### src/ssc_pkg.sv
package ssc_pkg;

  // register addresses on the serial host port
  localparam logic [6:0] ADDR_STREAM_CONTROL   = 7'h03;
  localparam logic [6:0] ADDR_SHORT_READ_START = 7'h09;
  localparam logic [6:0] ADDR_SHORT_READ_LEN   = 7'h0a;
  localparam logic [6:0] ADDR_PIN_DIRECTION    = 7'h0e;
  localparam logic [6:0] ADDR_READY_CONTROL    = 7'h11;
  localparam logic [6:0] ADDR_CHECKSUM_CONTROL = 7'h13;
  localparam logic [6:0] ADDR_CHECKSUM_VALUE   = 7'h1d;

  // field positions
  localparam int STREAM_KIND_BIT     = 7;
  localparam int READY_ON_PIN_BIT    = 7;
  localparam int CHECKSUM_KEEP_BIT   = 5;
  localparam int GAIN_BG_BIT         = 3;
  localparam int CHECKSUM_ENABLE_BIT = 4;
  localparam int CHECKSUM_KEEP1_BIT  = 3;
  localparam int RELEASE_AFTER_BIT   = 2;
  localparam int READY_PIN_INDEX     = 6;
  localparam int PIN_COUNT           = 7;

  // reset values
  localparam logic [7:0] RST_STREAM_CONTROL   = 8'h00;
  localparam logic [6:0] RST_SHORT_READ_START = 7'h1a;
  localparam logic [2:0] RST_SHORT_READ_LEN   = 3'h2;
  localparam logic [6:0] RST_PIN_DIRECTION    = 7'h00;
  localparam logic [2:0] RST_READY_KEEP_BITS  = 3'h3;
  localparam logic       RST_CHECKSUM_KEEP1   = 1'b1;
  localparam logic [7:0] RST_CHECKSUM         = 8'h00;

  // checksum generator polynomial, x^8 + x^2 + x + 1
  localparam logic [7:0] CHECKSUM_POLY        = 8'h07;
  localparam logic [7:0] UNMAPPED_READ        = 8'h00;

  typedef enum logic [1:0] {
    SSC_READY_IDLE     = 2'b00,
    SSC_READY_ASSERTED = 2'b01,
    SSC_READY_WAIT_SUM = 2'b10
  } ssc_ready_e;

endpackage : ssc_pkg

### src/ssc_regs.sv
`timescale 1ns/100ps

module ssc_regs
(
  // clock, reset, enable
  input  wire  logic       mclk,
  input  wire  logic       rst,
  input  wire  logic       clk_en,
  // register access from the serial port engine
  input  wire  logic       reg_wr,
  input  wire  logic       reg_rd,
  input  wire  logic [6:0] reg_addr,
  input  wire  logic [7:0] reg_wdata,
  output logic       [7:0] reg_rdata,
  // link events
  input  wire  logic       link_byte_valid,
  input  wire  logic [7:0] link_byte,
  input  wire  logic       conv_done,
  input  wire  logic       result_low_byte_read,
  // general pins
  input  wire  logic [6:0] general_pin_in,
  input  wire  logic [6:0] general_pin_data,
  output logic       [6:0] general_pin_out,
  output logic       [6:0] general_pin_oe,
  output logic       [6:0] general_pin_sampled,
  // data-ready and configuration
  output logic             ready_n,
  output logic             stream_kind_select,
  output logic       [6:0] controlled_stream_span,
  output logic       [6:0] short_read_start,
  output logic       [2:0] short_read_length,
  output logic             gain_background_correction,
  output logic             checksum_enable,
  output logic             ready_release_after_checksum
);
  import ssc_pkg::*;

  function automatic logic [7:0] checksum_step(
    input logic [7:0] acc,
    input logic [7:0] data
  );
    logic [7:0] c;
    c = acc ^ data;
    for (int i = 0; i < 8; i++)
      c = c[7] ? ((c << 1) ^ CHECKSUM_POLY) : (c << 1);
    return c;
  endfunction : checksum_step

  // configuration registers
  logic       ready_on_pin_six;
  logic       checksum_keep;
  logic [2:0] ready_keep_bits;
  logic       checksum_keep1;
  logic [6:0] pin_direction_bit;

  logic       next_stream_kind_select;
  logic [6:0] next_controlled_stream_span;
  logic [6:0] next_short_read_start;
  logic [2:0] next_short_read_length;
  logic       next_ready_on_pin_six;
  logic       next_checksum_keep;
  logic       next_gain_background_correction;
  logic [2:0] next_ready_keep_bits;
  logic       next_checksum_enable;
  logic       next_checksum_keep1;
  logic       next_ready_release_after_checksum;
  logic [6:0] next_pin_direction_bit;

  wire        wr_stream  = reg_wr && (reg_addr == ADDR_STREAM_CONTROL);
  wire        wr_start   = reg_wr && (reg_addr == ADDR_SHORT_READ_START);
  wire        wr_len     = reg_wr && (reg_addr == ADDR_SHORT_READ_LEN);
  wire        wr_dir     = reg_wr && (reg_addr == ADDR_PIN_DIRECTION);
  wire        wr_ready   = reg_wr && (reg_addr == ADDR_READY_CONTROL);
  wire        wr_sum_ctl = reg_wr && (reg_addr == ADDR_CHECKSUM_CONTROL);
  wire        wr_sum_val = reg_wr && (reg_addr == ADDR_CHECKSUM_VALUE);
  wire        rd_sum_val = reg_rd && (reg_addr == ADDR_CHECKSUM_VALUE);

  always_comb
  begin
    next_stream_kind_select           = stream_kind_select;
    next_controlled_stream_span       = controlled_stream_span;
    next_short_read_start             = short_read_start;
    next_short_read_length            = short_read_length;
    next_ready_on_pin_six             = ready_on_pin_six;
    next_checksum_keep                = checksum_keep;
    next_gain_background_correction   = gain_background_correction;
    next_ready_keep_bits              = ready_keep_bits;
    next_checksum_enable              = checksum_enable;
    next_checksum_keep1               = checksum_keep1;
    next_ready_release_after_checksum = ready_release_after_checksum;
    next_pin_direction_bit            = pin_direction_bit;
    if (wr_stream)
    begin
      next_stream_kind_select     = reg_wdata[STREAM_KIND_BIT];
      next_controlled_stream_span = reg_wdata[6:0];
    end
    if (wr_start)
      next_short_read_start = reg_wdata[6:0];
    if (wr_len)
      next_short_read_length = reg_wdata[2:0];
    if (wr_dir)
      next_pin_direction_bit = reg_wdata[6:0];
    if (wr_ready)
    begin
      next_ready_on_pin_six           = reg_wdata[READY_ON_PIN_BIT];
      next_checksum_keep              = reg_wdata[CHECKSUM_KEEP_BIT];
      next_gain_background_correction = reg_wdata[GAIN_BG_BIT];
      next_ready_keep_bits            = reg_wdata[2:0];
    end
    if (wr_sum_ctl)
    begin
      next_checksum_enable              = reg_wdata[CHECKSUM_ENABLE_BIT];
      next_checksum_keep1               = reg_wdata[CHECKSUM_KEEP1_BIT];
      next_ready_release_after_checksum = reg_wdata[RELEASE_AFTER_BIT];
    end
  end

  always_ff @(posedge mclk)
  begin
    if (rst)
    begin
      stream_kind_select           <= RST_STREAM_CONTROL[STREAM_KIND_BIT];
      controlled_stream_span       <= RST_STREAM_CONTROL[6:0];
      short_read_start             <= RST_SHORT_READ_START;
      short_read_length            <= RST_SHORT_READ_LEN;
      ready_on_pin_six             <= 1'b0;
      checksum_keep                <= 1'b0;
      gain_background_correction   <= 1'b0;
      ready_keep_bits              <= RST_READY_KEEP_BITS;
      checksum_enable              <= 1'b0;
      checksum_keep1               <= RST_CHECKSUM_KEEP1;
      ready_release_after_checksum <= 1'b0;
      pin_direction_bit            <= RST_PIN_DIRECTION;
    end
    else if (clk_en)
    begin
      stream_kind_select           <= next_stream_kind_select;
      controlled_stream_span       <= next_controlled_stream_span;
      short_read_start             <= next_short_read_start;
      short_read_length            <= next_short_read_length;
      ready_on_pin_six             <= next_ready_on_pin_six;
      checksum_keep                <= next_checksum_keep;
      // direct mode only useful in some scan modes; not enforced here
      gain_background_correction   <= next_gain_background_correction;
      ready_keep_bits              <= next_ready_keep_bits;
      checksum_enable              <= next_checksum_enable;
      checksum_keep1               <= next_checksum_keep1;
      ready_release_after_checksum <= next_ready_release_after_checksum;
      pin_direction_bit            <= next_pin_direction_bit;
    end
  end

  // data-ready sequencing and checksum accumulator
  ssc_ready_e ready_state;
  ssc_ready_e next_ready_state;
  logic       next_ready_n;
  logic [7:0] checksum_acc;
  logic [7:0] next_checksum_acc;
  logic       release_evt;
  logic [7:0] sum_base;

  always_comb
  begin
    next_ready_state = ready_state;
    release_evt      = 1'b0;
    case (ready_state)
      SSC_READY_ASSERTED:
      begin
        if (result_low_byte_read)
        begin
          if (ready_release_after_checksum)
            next_ready_state = SSC_READY_WAIT_SUM;
          else
            release_evt = 1'b1;
        end
      end
      SSC_READY_WAIT_SUM:
        release_evt = rd_sum_val;
      default:
        next_ready_state = SSC_READY_IDLE;
    endcase
    if (release_evt)
      next_ready_state = SSC_READY_IDLE;
    // a new result wins over a release in the same cycle
    if (conv_done)
    begin
      next_ready_state = SSC_READY_ASSERTED;
      release_evt      = 1'b0;
    end
    next_ready_n = (next_ready_state == SSC_READY_IDLE);

    if (wr_sum_val || (release_evt && !checksum_keep))
      sum_base = RST_CHECKSUM;
    else
      sum_base = checksum_acc;
    if (checksum_enable && link_byte_valid)
      next_checksum_acc = checksum_step(sum_base, link_byte);
    else
      next_checksum_acc = sum_base;
  end

  always_ff @(posedge mclk)
  begin
    if (rst)
    begin
      ready_state  <= SSC_READY_IDLE;
      ready_n      <= 1'b1;
      checksum_acc <= RST_CHECKSUM;
    end
    else if (clk_en)
    begin
      ready_state  <= next_ready_state;
      ready_n      <= next_ready_n;
      checksum_acc <= next_checksum_acc;
    end
  end

  // read mux
  logic [7:0] next_reg_rdata;

  always_comb
  begin
    next_reg_rdata = reg_rdata;
    if (reg_rd)
    begin
      case (reg_addr)
        ADDR_STREAM_CONTROL:
          next_reg_rdata = {stream_kind_select, controlled_stream_span};
        ADDR_SHORT_READ_START:
          next_reg_rdata = {1'b0, short_read_start};
        ADDR_SHORT_READ_LEN:
          next_reg_rdata = {5'h00, short_read_length};
        ADDR_PIN_DIRECTION:
          next_reg_rdata = {1'b0, pin_direction_bit};
        ADDR_READY_CONTROL:
          next_reg_rdata = {ready_on_pin_six, 1'b0, checksum_keep, 1'b0,
                            gain_background_correction, ready_keep_bits};
        ADDR_CHECKSUM_CONTROL:
          next_reg_rdata = {3'h0, checksum_enable, checksum_keep1,
                            ready_release_after_checksum, 2'h0};
        ADDR_CHECKSUM_VALUE:
          next_reg_rdata = checksum_acc;
        default:
          next_reg_rdata = UNMAPPED_READ;
      endcase
    end
  end

  always_ff @(posedge mclk)
  begin
    if (rst)
      reg_rdata <= UNMAPPED_READ;
    else if (clk_en)
      reg_rdata <= next_reg_rdata;
  end

  // general pins: input filter and output drive, one slice per pin
  logic [6:0] pin_s1;
  logic [6:0] pin_s2;
  logic [6:0] pin_s3;
  logic [6:0] next_pin_sampled;
  logic [6:0] next_pin_out;
  logic [6:0] next_pin_oe;

  for (genvar n = 0; n < PIN_COUNT; n++)
  begin : g_pin
    always_comb
    begin
      // a change counts only when the last two stages agree
      next_pin_sampled[n] = (pin_s2[n] == pin_s3[n]) ? pin_s3[n]
                                                     : general_pin_sampled[n];
      next_pin_out[n] = general_pin_data[n];
      next_pin_oe[n]  = next_pin_direction_bit[n];
      if ((n == READY_PIN_INDEX) && next_ready_on_pin_six)
      begin
        next_pin_out[n] = next_ready_n;
        next_pin_oe[n]  = 1'b1;
      end
    end
  end

  always_ff @(posedge mclk)
  begin
    if (rst)
    begin
      pin_s1              <= 7'h00;
      pin_s2              <= 7'h00;
      pin_s3              <= 7'h00;
      general_pin_sampled <= 7'h00;
      general_pin_out     <= 7'h00;
      general_pin_oe      <= 7'h00;
    end
    else if (clk_en)
    begin
      pin_s1              <= general_pin_in;
      pin_s2              <= pin_s1;
      pin_s3              <= pin_s2;
      general_pin_sampled <= next_pin_sampled;
      general_pin_out     <= next_pin_out;
      general_pin_oe      <= next_pin_oe;
    end
  end

endmodule : ssc_regs

### config.mk
export PLATFORM = sky130hd
export DESIGN_NAME = ssc_regs
export DESIGN_NICKNAME = d
export VERILOG_FILES = /design/src/ssc_pkg.sv /design/src/ssc_regs.sv
export SDC_FILE = /design/constraint.sdc
export NUM_CORES = 1
export LEC_CHECK = 0
export BUFFER_PORTS_ARGS = -buffer_cell sky130_fd_sc_hd__buf_2
export CORE_MARGIN = 4
export CORE_UTILIZATION = 56
export CTS_BUF_LIST = sky130_fd_sc_hd__clkbuf_2 sky130_fd_sc_hd__clkbuf_4 sky130_fd_sc_hd__clkbuf_8
export DETAILED_ROUTE_END_ITERATION = 8
export GPL_ROUTABILITY_DRIVEN = 0
export PLACE_DENSITY = 0.85
export SLEW_MARGIN = 20
export SYNTH_ARGS = -nofsm -noshare
export SYNTH_HDL_FRONTEND = slang
export SYNTH_SLANG_ARGS = --single-unit
### constraint.sdc
create_clock -name mclk -period 2.96 [get_ports mclk]
set_input_delay 0.888 -clock mclk [delete_from_list [all_inputs] [get_ports mclk]]
set_output_delay 0.888 -clock mclk [all_outputs]
set_load 0.005 [all_outputs]
---- Yosys cells after proc, flatten, opt, wreduce, memory -nomap -nowiden ----
Index checks and enable logic that the tools add are counted.
storage, ports and cells
  input bits .............................. 45
  register bits ........................... 95
cells by class
  bitwise operators ....................... 9
  reductions and logical operators ........ 26
  muxes and demuxes ....................... 24
  equal/unequal tests ..................... 16
operator list
  cell                                                                   number
  8-bit one-hot mux with 7 select lines                                  1
  2-bit AND reduction                                                    13
  3-bit 2-to-1 mux                                                       8
  3-bit inverter                                                         8
  7-bit by 4-bit equality test with 1-bit output, second input constant  3
  7-bit by 5-bit equality test with 1-bit output, second input constant  3
  8-bit 2-to-1 mux                                                       2
  1-bit logical AND                                                      10
  2-bit 2-to-1 mux                                                       4
  8-bit XOR                                                              1
  1-bit equality test                                                    7
  7-bit by 2-bit equality test with 1-bit output, second input constant  1
  7-bit 2-to-1 mux                                                       1
  1-bit 2-to-1 mux                                                       6
  2-bit one-hot mux with 2 select lines                                  1
  2-bit by 1-bit equality test with 1-bit output, second input constant  1
  2-bit equality test, second input constant                             1
  2-bit zero test                                                        1
  1-bit one-hot mux with 2 select lines                                  1
  1-bit zero test                                                        1
  1-bit logical OR                                                       1

---- Longest topological paths before layout ----
Gate-level depths: netlist of run 1.
  depth after elaboration ................. 25
  depth in mapped cells ................... 11
  depth with buffers taken out ............ 10

---- Least setup slack after synthesis of run 1 ----
OpenSTA, ideal clock, no wires.
  kind .................................... input-to-reg
  start point ............................. in reg_wr
  end point ............................... reg checksum_acc[2]
  arrival time ............................ 2636 ps
  cell stages on the path ................. 8
  setup slack ............................. 257 ps
  required time ........................... 2893 ps
  path buffers ............................ 1
  cell sequence ........................... buf_2 -> a31oi_2 -> o211ai_2 -> xnor2_1 -> xnor3_1 -> nor2_1 -> mux2_4 -> a21oi_2
between the ends
  cells in the longest elaborated chain, start to end .. 10
ends and longest elaborated chain
  what                                                          RTL line         RTL
  start: declaration                                            ssc_regs.sv:10   input wire logic reg_wr,
  1-bit logical AND *                                           ssc_regs.sv:75   wire wr_sum_val = reg_wr && (reg_addr == ADDR_CHECKSUM_VALUE);
  1-bit logical OR *                                            ssc_regs.sv:192  if (wr_sum_val || (release_evt && !checksum_keep))
  8-bit 2-to-1 mux *                                            ssc_regs.sv:192
  8-bit XOR                                                     ssc_regs.sv:43   c = acc ^ data;
  3-bit 2-to-1 mux or 3-bit inverter (tied branches)            --
  3-bit inverter (no line) or 3-bit 2-to-1 mux (tied branches)  --
  3-bit 2-to-1 mux or 3-bit inverter (tied branches)            --
  3-bit inverter (no line) or 3-bit 2-to-1 mux (tied branches)  --
  3-bit 2-to-1 mux                                              ssc_regs.sv:45   c = c[7] ? ((c << 1) ^ CHECKSUM_POLY) : (c << 1);
  8-bit 2-to-1 mux *                                            ssc_regs.sv:196  if (checksum_enable && link_byte_valid)
  end signal: assignment                                        ssc_regs.sv:214  checksum_acc <= next_checksum_acc;
  end: declaration                                              ssc_regs.sv:157  logic [7:0] checksum_acc;
Mark *: on every way between the ends. The rest lies on a longest branch, timed or not.
A chain may end at the register's enable or synchronous reset.

---- Final worst setup path of run 1 ----
  start point ............................. reg ready_state[0]
  end point ............................... reg checksum_acc[2]
between the ends
  cells in the longest elaborated chain, start to end .. 13
ends and longest elaborated chain
  what                                                                                   RTL line         RTL
  start: declaration                                                                     ssc_regs.sv:154  ssc_ready_e ready_state;
  start signal: assignment                                                               ssc_regs.sv:212  ready_state <= next_ready_state;
  2-bit equality test or 2-bit by 1-bit equality test with 1-bit output (tied branches)  ssc_regs.sv:166  case (ready_state)
  1-bit one-hot mux with 2 select lines *                                                ssc_regs.sv:166
  1-bit 2-to-1 mux *                                                                     ssc_regs.sv:185  if (conv_done)
  1-bit logical AND *                                                                    ssc_regs.sv:192
  1-bit logical OR *                                                                     ssc_regs.sv:192
  8-bit 2-to-1 mux *                                                                     ssc_regs.sv:192
  8-bit XOR                                                                              ssc_regs.sv:43
  3-bit 2-to-1 mux or 3-bit inverter (tied branches)                                     --
  3-bit inverter (no line) or 3-bit 2-to-1 mux (tied branches)                           --
  3-bit 2-to-1 mux or 3-bit inverter (tied branches)                                     --
  3-bit inverter (no line) or 3-bit 2-to-1 mux (tied branches)                           --
  3-bit 2-to-1 mux                                                                       ssc_regs.sv:45
  8-bit 2-to-1 mux *                                                                     ssc_regs.sv:196
Marked as above.

==> flow_summary.toml, run 1 <==
[worst_setup_path]
path_buf_inv = 1
required_ps = 3260
cp-start-kind = "flop"
crit_path_end_kind = "flop"
path_class = "reg -> reg"
critPathTopFamily = "XOR/XNOR gates"
cp.arrival_ps = 2950
slowest_delay_ps = 380
cp_cell_sequence = "inv_1 -> ha_1 -> nor3_2 -> a31oi_2 -> o211ai_2 -> xor2_1 -> xnor3_1 -> nor2_1 -> mux2_4 -> a21oi_2"
slowest_stage = "xnor3_1"
critPathMaxFanout = 4

[clock_tree]
clkSlewWorstSetupHoldPaths_ps = 90
cts_tree = "built"
cts-resized-gates = 0
cts.sinks = 89
h-tree-depth = 3
cts_buffer_depth = 2
postCtsHoldBufs = 0
cts_buffers = 9
cts_setup_buffers = 0
clk_latency_ps = 360
root_buffer = "clkbuf_8"

[yosys]
syn-cell-area_um2 = 4080
synth_seq_cells = 89
async_reset_ff_share_pct = 0
yosysWarnings = 0
synth_top_area_share_pct = 43.7
avgSynthCellArea_um2 = 9.05
ys_types = 50
synth_top_cell_by_area = "dfxtp_1"
synth_edf_count = 0
synth_area_leaders = "dfxtp_1 (44%), mux2i_1 (12%), nor2_1 (8.0%)"
seq_area_frac_synth_pct = 43.7
syn_nets = 498
synthFlopType = "dfxtp_1"
synth_cells = 451

[die]
die_x_um = 93.4
die_h_um = 93.4
rows = 30
core_um2 = 6940
io_pins = 96
die_area_um2 = 8720
start_util_pct = 58.8

[drt]
wl_per_cell_um = 16.0
via_count = 3629
ant_nets = 0
route.detailed.drc = 0
drt_first_pass_iters = 5
vias_per_cell = 5.64
drtIter0Drc = 291
finalWirelength_um = 10300

[sta]
post-route-period-util_pct = 89.6
setup_viol_count_final = 0
finalHoldViolCount = 0
relSlewSlack_pct = 65.5
fin_tns_setup_ps = 0
rsz0062_at_grt = "false"
layout_min_cycle_time_ps = 2650
fin_hold_ws_ps = 465
worst_pin_slew_ps = 518
worst_clock_skew_ps = 7.66
maxSlewViolCount = 0
clock.fmax_ghz = 0.377

[placed_design]
place_area_um2 = 4660
post-dp-hpwl_um = 7570
io_buffers = 95

[final_layout]
multi_input_area_um2 = 2130
syn_to_final_growth_pct = 19.7
nFillCells = 528
finalInstanceArea_um2 = 4880
fin_nets = 590
n_antenna_cell = 0
ff_latch_area_um2 = 1780
final_layout_size_suffix_gt1_share_pct = 25.2

[power_and_ir_drop]
p_per_area_nw_per_um2 = 491
ir_drop_v = 0.000368
p_leak_nw = 2.13

[global_routing]
grt_pass1_wl_um = 16900
antenna_found_initial = 0
grt_pass1_vias = 3558
overflow = 0
grt_util_all_layers_pct = 24.3
grt_max_degree = 90

[flow_run]
maxCapViolations = 0

[min_path]
hold_path_class = "reg -> reg"

[status]
status = "completed"
==> power breakdown <==
| group | switching, W | internal, W | leakage [nW] | total (W) |
|---|---|---|---|---|
| Sequential | 0.0000148 | 0.00122 | 0.723 | 0.00124 |
| Clock | 0.000437 | 0.000475 | 0.109 | 0.000912 |
| Combinational | 0.000137 | 0.000110 | 1.29 | 0.000247 |
==> final timing paths <==
check,startpoint,to,slack [ps],cells after the start
worst max-delay path,ready_state[0],checksum_acc[2],310,10
worst max register to register,ready_state[0],checksum_acc[2],310,10
worst min register to register,reg_rdata[2],reg_rdata[2],460,2
worst min-delay path,reg_rdata[2],reg_rdata[2],460,2
==> metrics by stage <==
step	total power [W]	setup slack, ps	util, %	instances
2_1_floorplan	0.00141	257	-	451
3_3_place_gp	0.00150	113	67.2	628
3_5_place_dp	0.00151	10.6	67.2	628
4_1_cts	0.00241	304	70.3	644
5_1_grt	0.00249	176	70.3	644
6_report	0.00240	307	70.3	644
==> synth_stat cells (6+ instances only) <==
cell,number
nor2b_1,6
nand2_1,21
a211oi_1,7
nor2_1,87
a22oi_1,17
a211o_1,7
a21oi_1,24
xnor2_1,13
mux2i_1,48
and2_1,8
a221oi_1,6
buf_4,7
clkbuf_1,15
dfxtp_1,89
xor2_1,15
o21ai_0,20
==> layout make-up <==
| class | count | share of cell area, % |
|---|---|---|
| Clock buffer | 9 | 2.54 |
| Clock inverter | 7 | 1.95 |
| Inverter | 6 | 0.461 |
| Multi-Input combinational cell | 326 | 43.6 |
| Sequential cell | 89 | 36.5 |
| Tap cell | 96 | 2.46 |
| Timing Repair Buffer | 111 | 12.5 |
==> sequential cells by signal, indices dropped and copies added (netlist names) <==
register,flops
general_pin_sampled,7
general_pin_oe,1
ready_release_after_checksum,1
general_pin_out,7
ready_keep_bits,3
pin_s1,7
ready_n,1
checksum_keep1,1
reg_rdata,8
controlled_stream_span,7
ready_state,2
ready_on_pin_six,1
checksum_enable,1
pin_direction_bit,7
pin_s2,7
checksum_keep,1
checksum_acc,8
gain_background_correction,1
stream_kind_select,1
short_read_length,3
pin_s3,7
short_read_start,7
==> cell usage in the layout (no fill, tap or decap), drive strengths merged, types with 2 or more instances in the layout <==
cell type	instances
nand4	2
clkinv	5
nand3	6
dfxtp	89
o22ai	4
o21a	2
and3	4
a211oi	7
a21oi	25
inv	5
clkbuf	9
nand2	21
a22oi	17
xor2	15
a221oi	6
nor2	88
bufinv	2
xnor2	13
ha	2
buf	111
mux2i	48
and2	9
a311oi	2
nor3b	2
a31oi	3
a211o	7
nor3	4
o21ai	20
o211ai	3
nor2b	6
==> layer usage <==
layer | vias to the layer above | GRT usage (%) | wire length, µm
met2 | 173 | 39.4 | 5070
met1 | 1678 | 30.8 | 4120
met5 | - | 0 | 0
li1 | 1753 | - | -
met4 | 0 | 12.2 | 294
met3 | 25 | 4.67 | 832
==> tightest hold or removal path, delay by kind of cell, from the launching register on <==
kind,cells,cell delay (ps)
flops,1,320
compound gates,1,50
simple gates,1,50
==> cells by family (layout without fill, tap and decap cells) <==
| group | Yosys count | count (layout) | synth area share (%) |
|---|---|---|---|
| and+or+nand+nor | 146 | 146 | 16.4 |
| AOI/OAI and AO/OA | 100 | 100 | 16.5 |
| DFF | 89 | 89 | 43.7 |
| muxes | 49 | 49 | 12.1 |
| buffers and inverters | 36 | 133 | 4.11 |
| xor gates and xnor gates | 29 | 29 | 6.56 |
| adders and majority gates | 2 | 2 | 0.613 |
Power figures use the tool's default switching activity.
==> inputs of run 2 (changes only) <==
Settings changed: CORE_MARGIN 4 to 5, REMOVE_ABC_BUFFERS from default to 1.
==> run 2 against run 1 <==
Effect of this change:
- sequential power about the same
- worst setup slack better by 28 ps
- sequential share of layout area down 0.13 points
- combinational power about the same
- routed wire length up 3.3%
- core utilization down 2.0 points
- via count up 1.2%
- sequential cell count unchanged
- count of clock-buffer cells in the layout unchanged
- die area up 4.3%
- critical endpoint unchanged
- largest cell class unchanged
==> flow_summary.toml, run 2 (synthesis gave the netlist of run 1 again) <==
[status]
status = "completed"

[global_routing]
grt_pass1_vias = 3671
antenna_found_initial = 2
use_met2_pct = 41.2
grt_busiest_layer = "met2"
grt_max_degree = 34
grt_util_all_layers_pct = 24.4
gr-usage-met1_pct = 29.4
grt_pass1_wl_um = 17400
overflow = 0
grtUsageMet3_pct = 6.71

[drt]
vias_per_cell = 5.67
route.detailed.drc = 0
drtIter0Drc = 294
finalWirelength_um = 10700
drt_first_pass_iters = 5
ant_nets = 0
via_count = 3674
wl_per_cell_um = 16.4

[sta]
fin_ws_ps = 335
setup_viol_count_final = 0
rsz0062_at_grt = "false"
layout_min_cycle_time_ps = 2630
worst_pin_slew_ps = 572
fin_hold_ws_ps = 481
relSlewSlack_pct = 61.8
maxSlewViolCount = 0
fin_tns_setup_ps = 0
clock.fmax_ghz = 0.381
finalHoldViolCount = 0
post-route-period-util_pct = 88.7
worst_clock_skew_ps = 8.15

[clock_tree]
clk_latency_ps = 360
cts_setup_buffers = 0
cts_buffer_depth = 2
cts.sinks = 89
root_buffer = "clkbuf_8"
cts_tree = "built"
cts-resized-gates = 0
cts_buffers = 9
clkSlewWorstSetupHoldPaths_ps = 90
postCtsHoldBufs = 0
h-tree-depth = 3

[die]
die_h_um = 95.4
die_x_um = 95.4
rows = 31
start_util_pct = 56.9
io_pins = 96
core_um2 = 7180
die_area_um2 = 9090

[worst_setup_path]
critPathMaxFanout = 4
cp.arrival_ps = 2920
worst_r2r_path_depth = 10
path_class = "reg -> reg"
cp-start-kind = "flop"
crit_path_end_kind = "flop"
required_ps = 3260

[power_and_ir_drop]
combPwrFrac_pct = 10.1
p_leak_nw = 2.13
switchingPower_w = 0.000611
p_total_w = 0.00242
internal_power_w = 0.00181
ir_drop_v = 0.000301
p_per_area_nw_per_um2 = 495
swShare_pct = 25.2
clkPwrFrac_pct = 38.9
pwr-share-seq_pct = 51.0

[flow_run]
maxCapViolations = 0

[placed_design]
io_buffers = 95
post-dp-hpwl_um = 7800
place_area_um2 = 4670
dp_slack_ps = 25.3

[final_layout]
n_antenna_cell = 0
finalInstanceArea_um2 = 4900
nFillCells = 554
syn_to_final_growth_pct = 20.1
layout_commonest_cell = "buf_2"
layout_common_cells = "buf_2 (95), dfxtp_1 (89), nor2_1 (87)"
largestRegisters = "checksum_acc (8), reg_rdata (8)"
final_layout_size_suffix_gt1_share_pct = 25.3
fin_nets = 591

[min_path]
min_path_cells = 2
hold_path_class = "reg -> reg"
[run 2: area by class of cell]
class	count	area, µm²	area share, %
Clock inverter	7	101	2.07
Clock buffer	9	124	2.53
Inverter	6	22.5	0.460
Multi-Input combinational cell	326	2130	43.5
Sequential cell	89	1780	36.4
Tap cell	99	124	2.53
Timing Repair Buffer	112	616	12.6
[run 2: worst paths after layout]
check	start	end	slack (ps)
worst max-delay path	ready_state[0]	checksum_acc[2]	330
worst min-delay path	reg_rdata[2]	reg_rdata[2]	480
worst max register to register	ready_state[0]	checksum_acc[2]	330
worst min register to register	reg_rdata[2]	reg_rdata[2]	480
[run 2: metrics by stage]
step                utilization, %  cells
floorplan                        -    421
global placement              65.1    632
detailed placement            65.1    632
CTS                           68.3    648
global route                  68.3    648
finish                        68.3    648
[run 2: worst max-delay path, stage by stage, from the launching register on]
cell and delay, ps:
dfxtp_1 370, inv_1 70, ha_1 320, nor3_2 210
a31oi_2 180, o211ai_2 200, xor2_1 280, xnor3_1 370
nor2_1 130, mux2_4 320, a21oi_2 130
[run 2: routing by layer]
metal  vias up  wire [µm]
met1      1731       4260
met5         -         14
met4         4        238
met2       138       5350
met3        28        793
li1       1773          -
[run 2: power by group through the flow]
| stage | Combinational (W) | Clock, W | Sequential [W] |
|---|---|---|---|
| detailed placement | 0.000243 | 0 | 0.00126 |
| global route | 0.000269 | 0.00101 | 0.00124 |
| finish | 0.000246 | 0.000942 | 0.00124 |
| global placement | 0.000234 | 0 | 0.00126 |
| CTS | 0.000245 | 0.000946 | 0.00124 |
| floorplan | 0.000119 | 0 | 0.00126 |
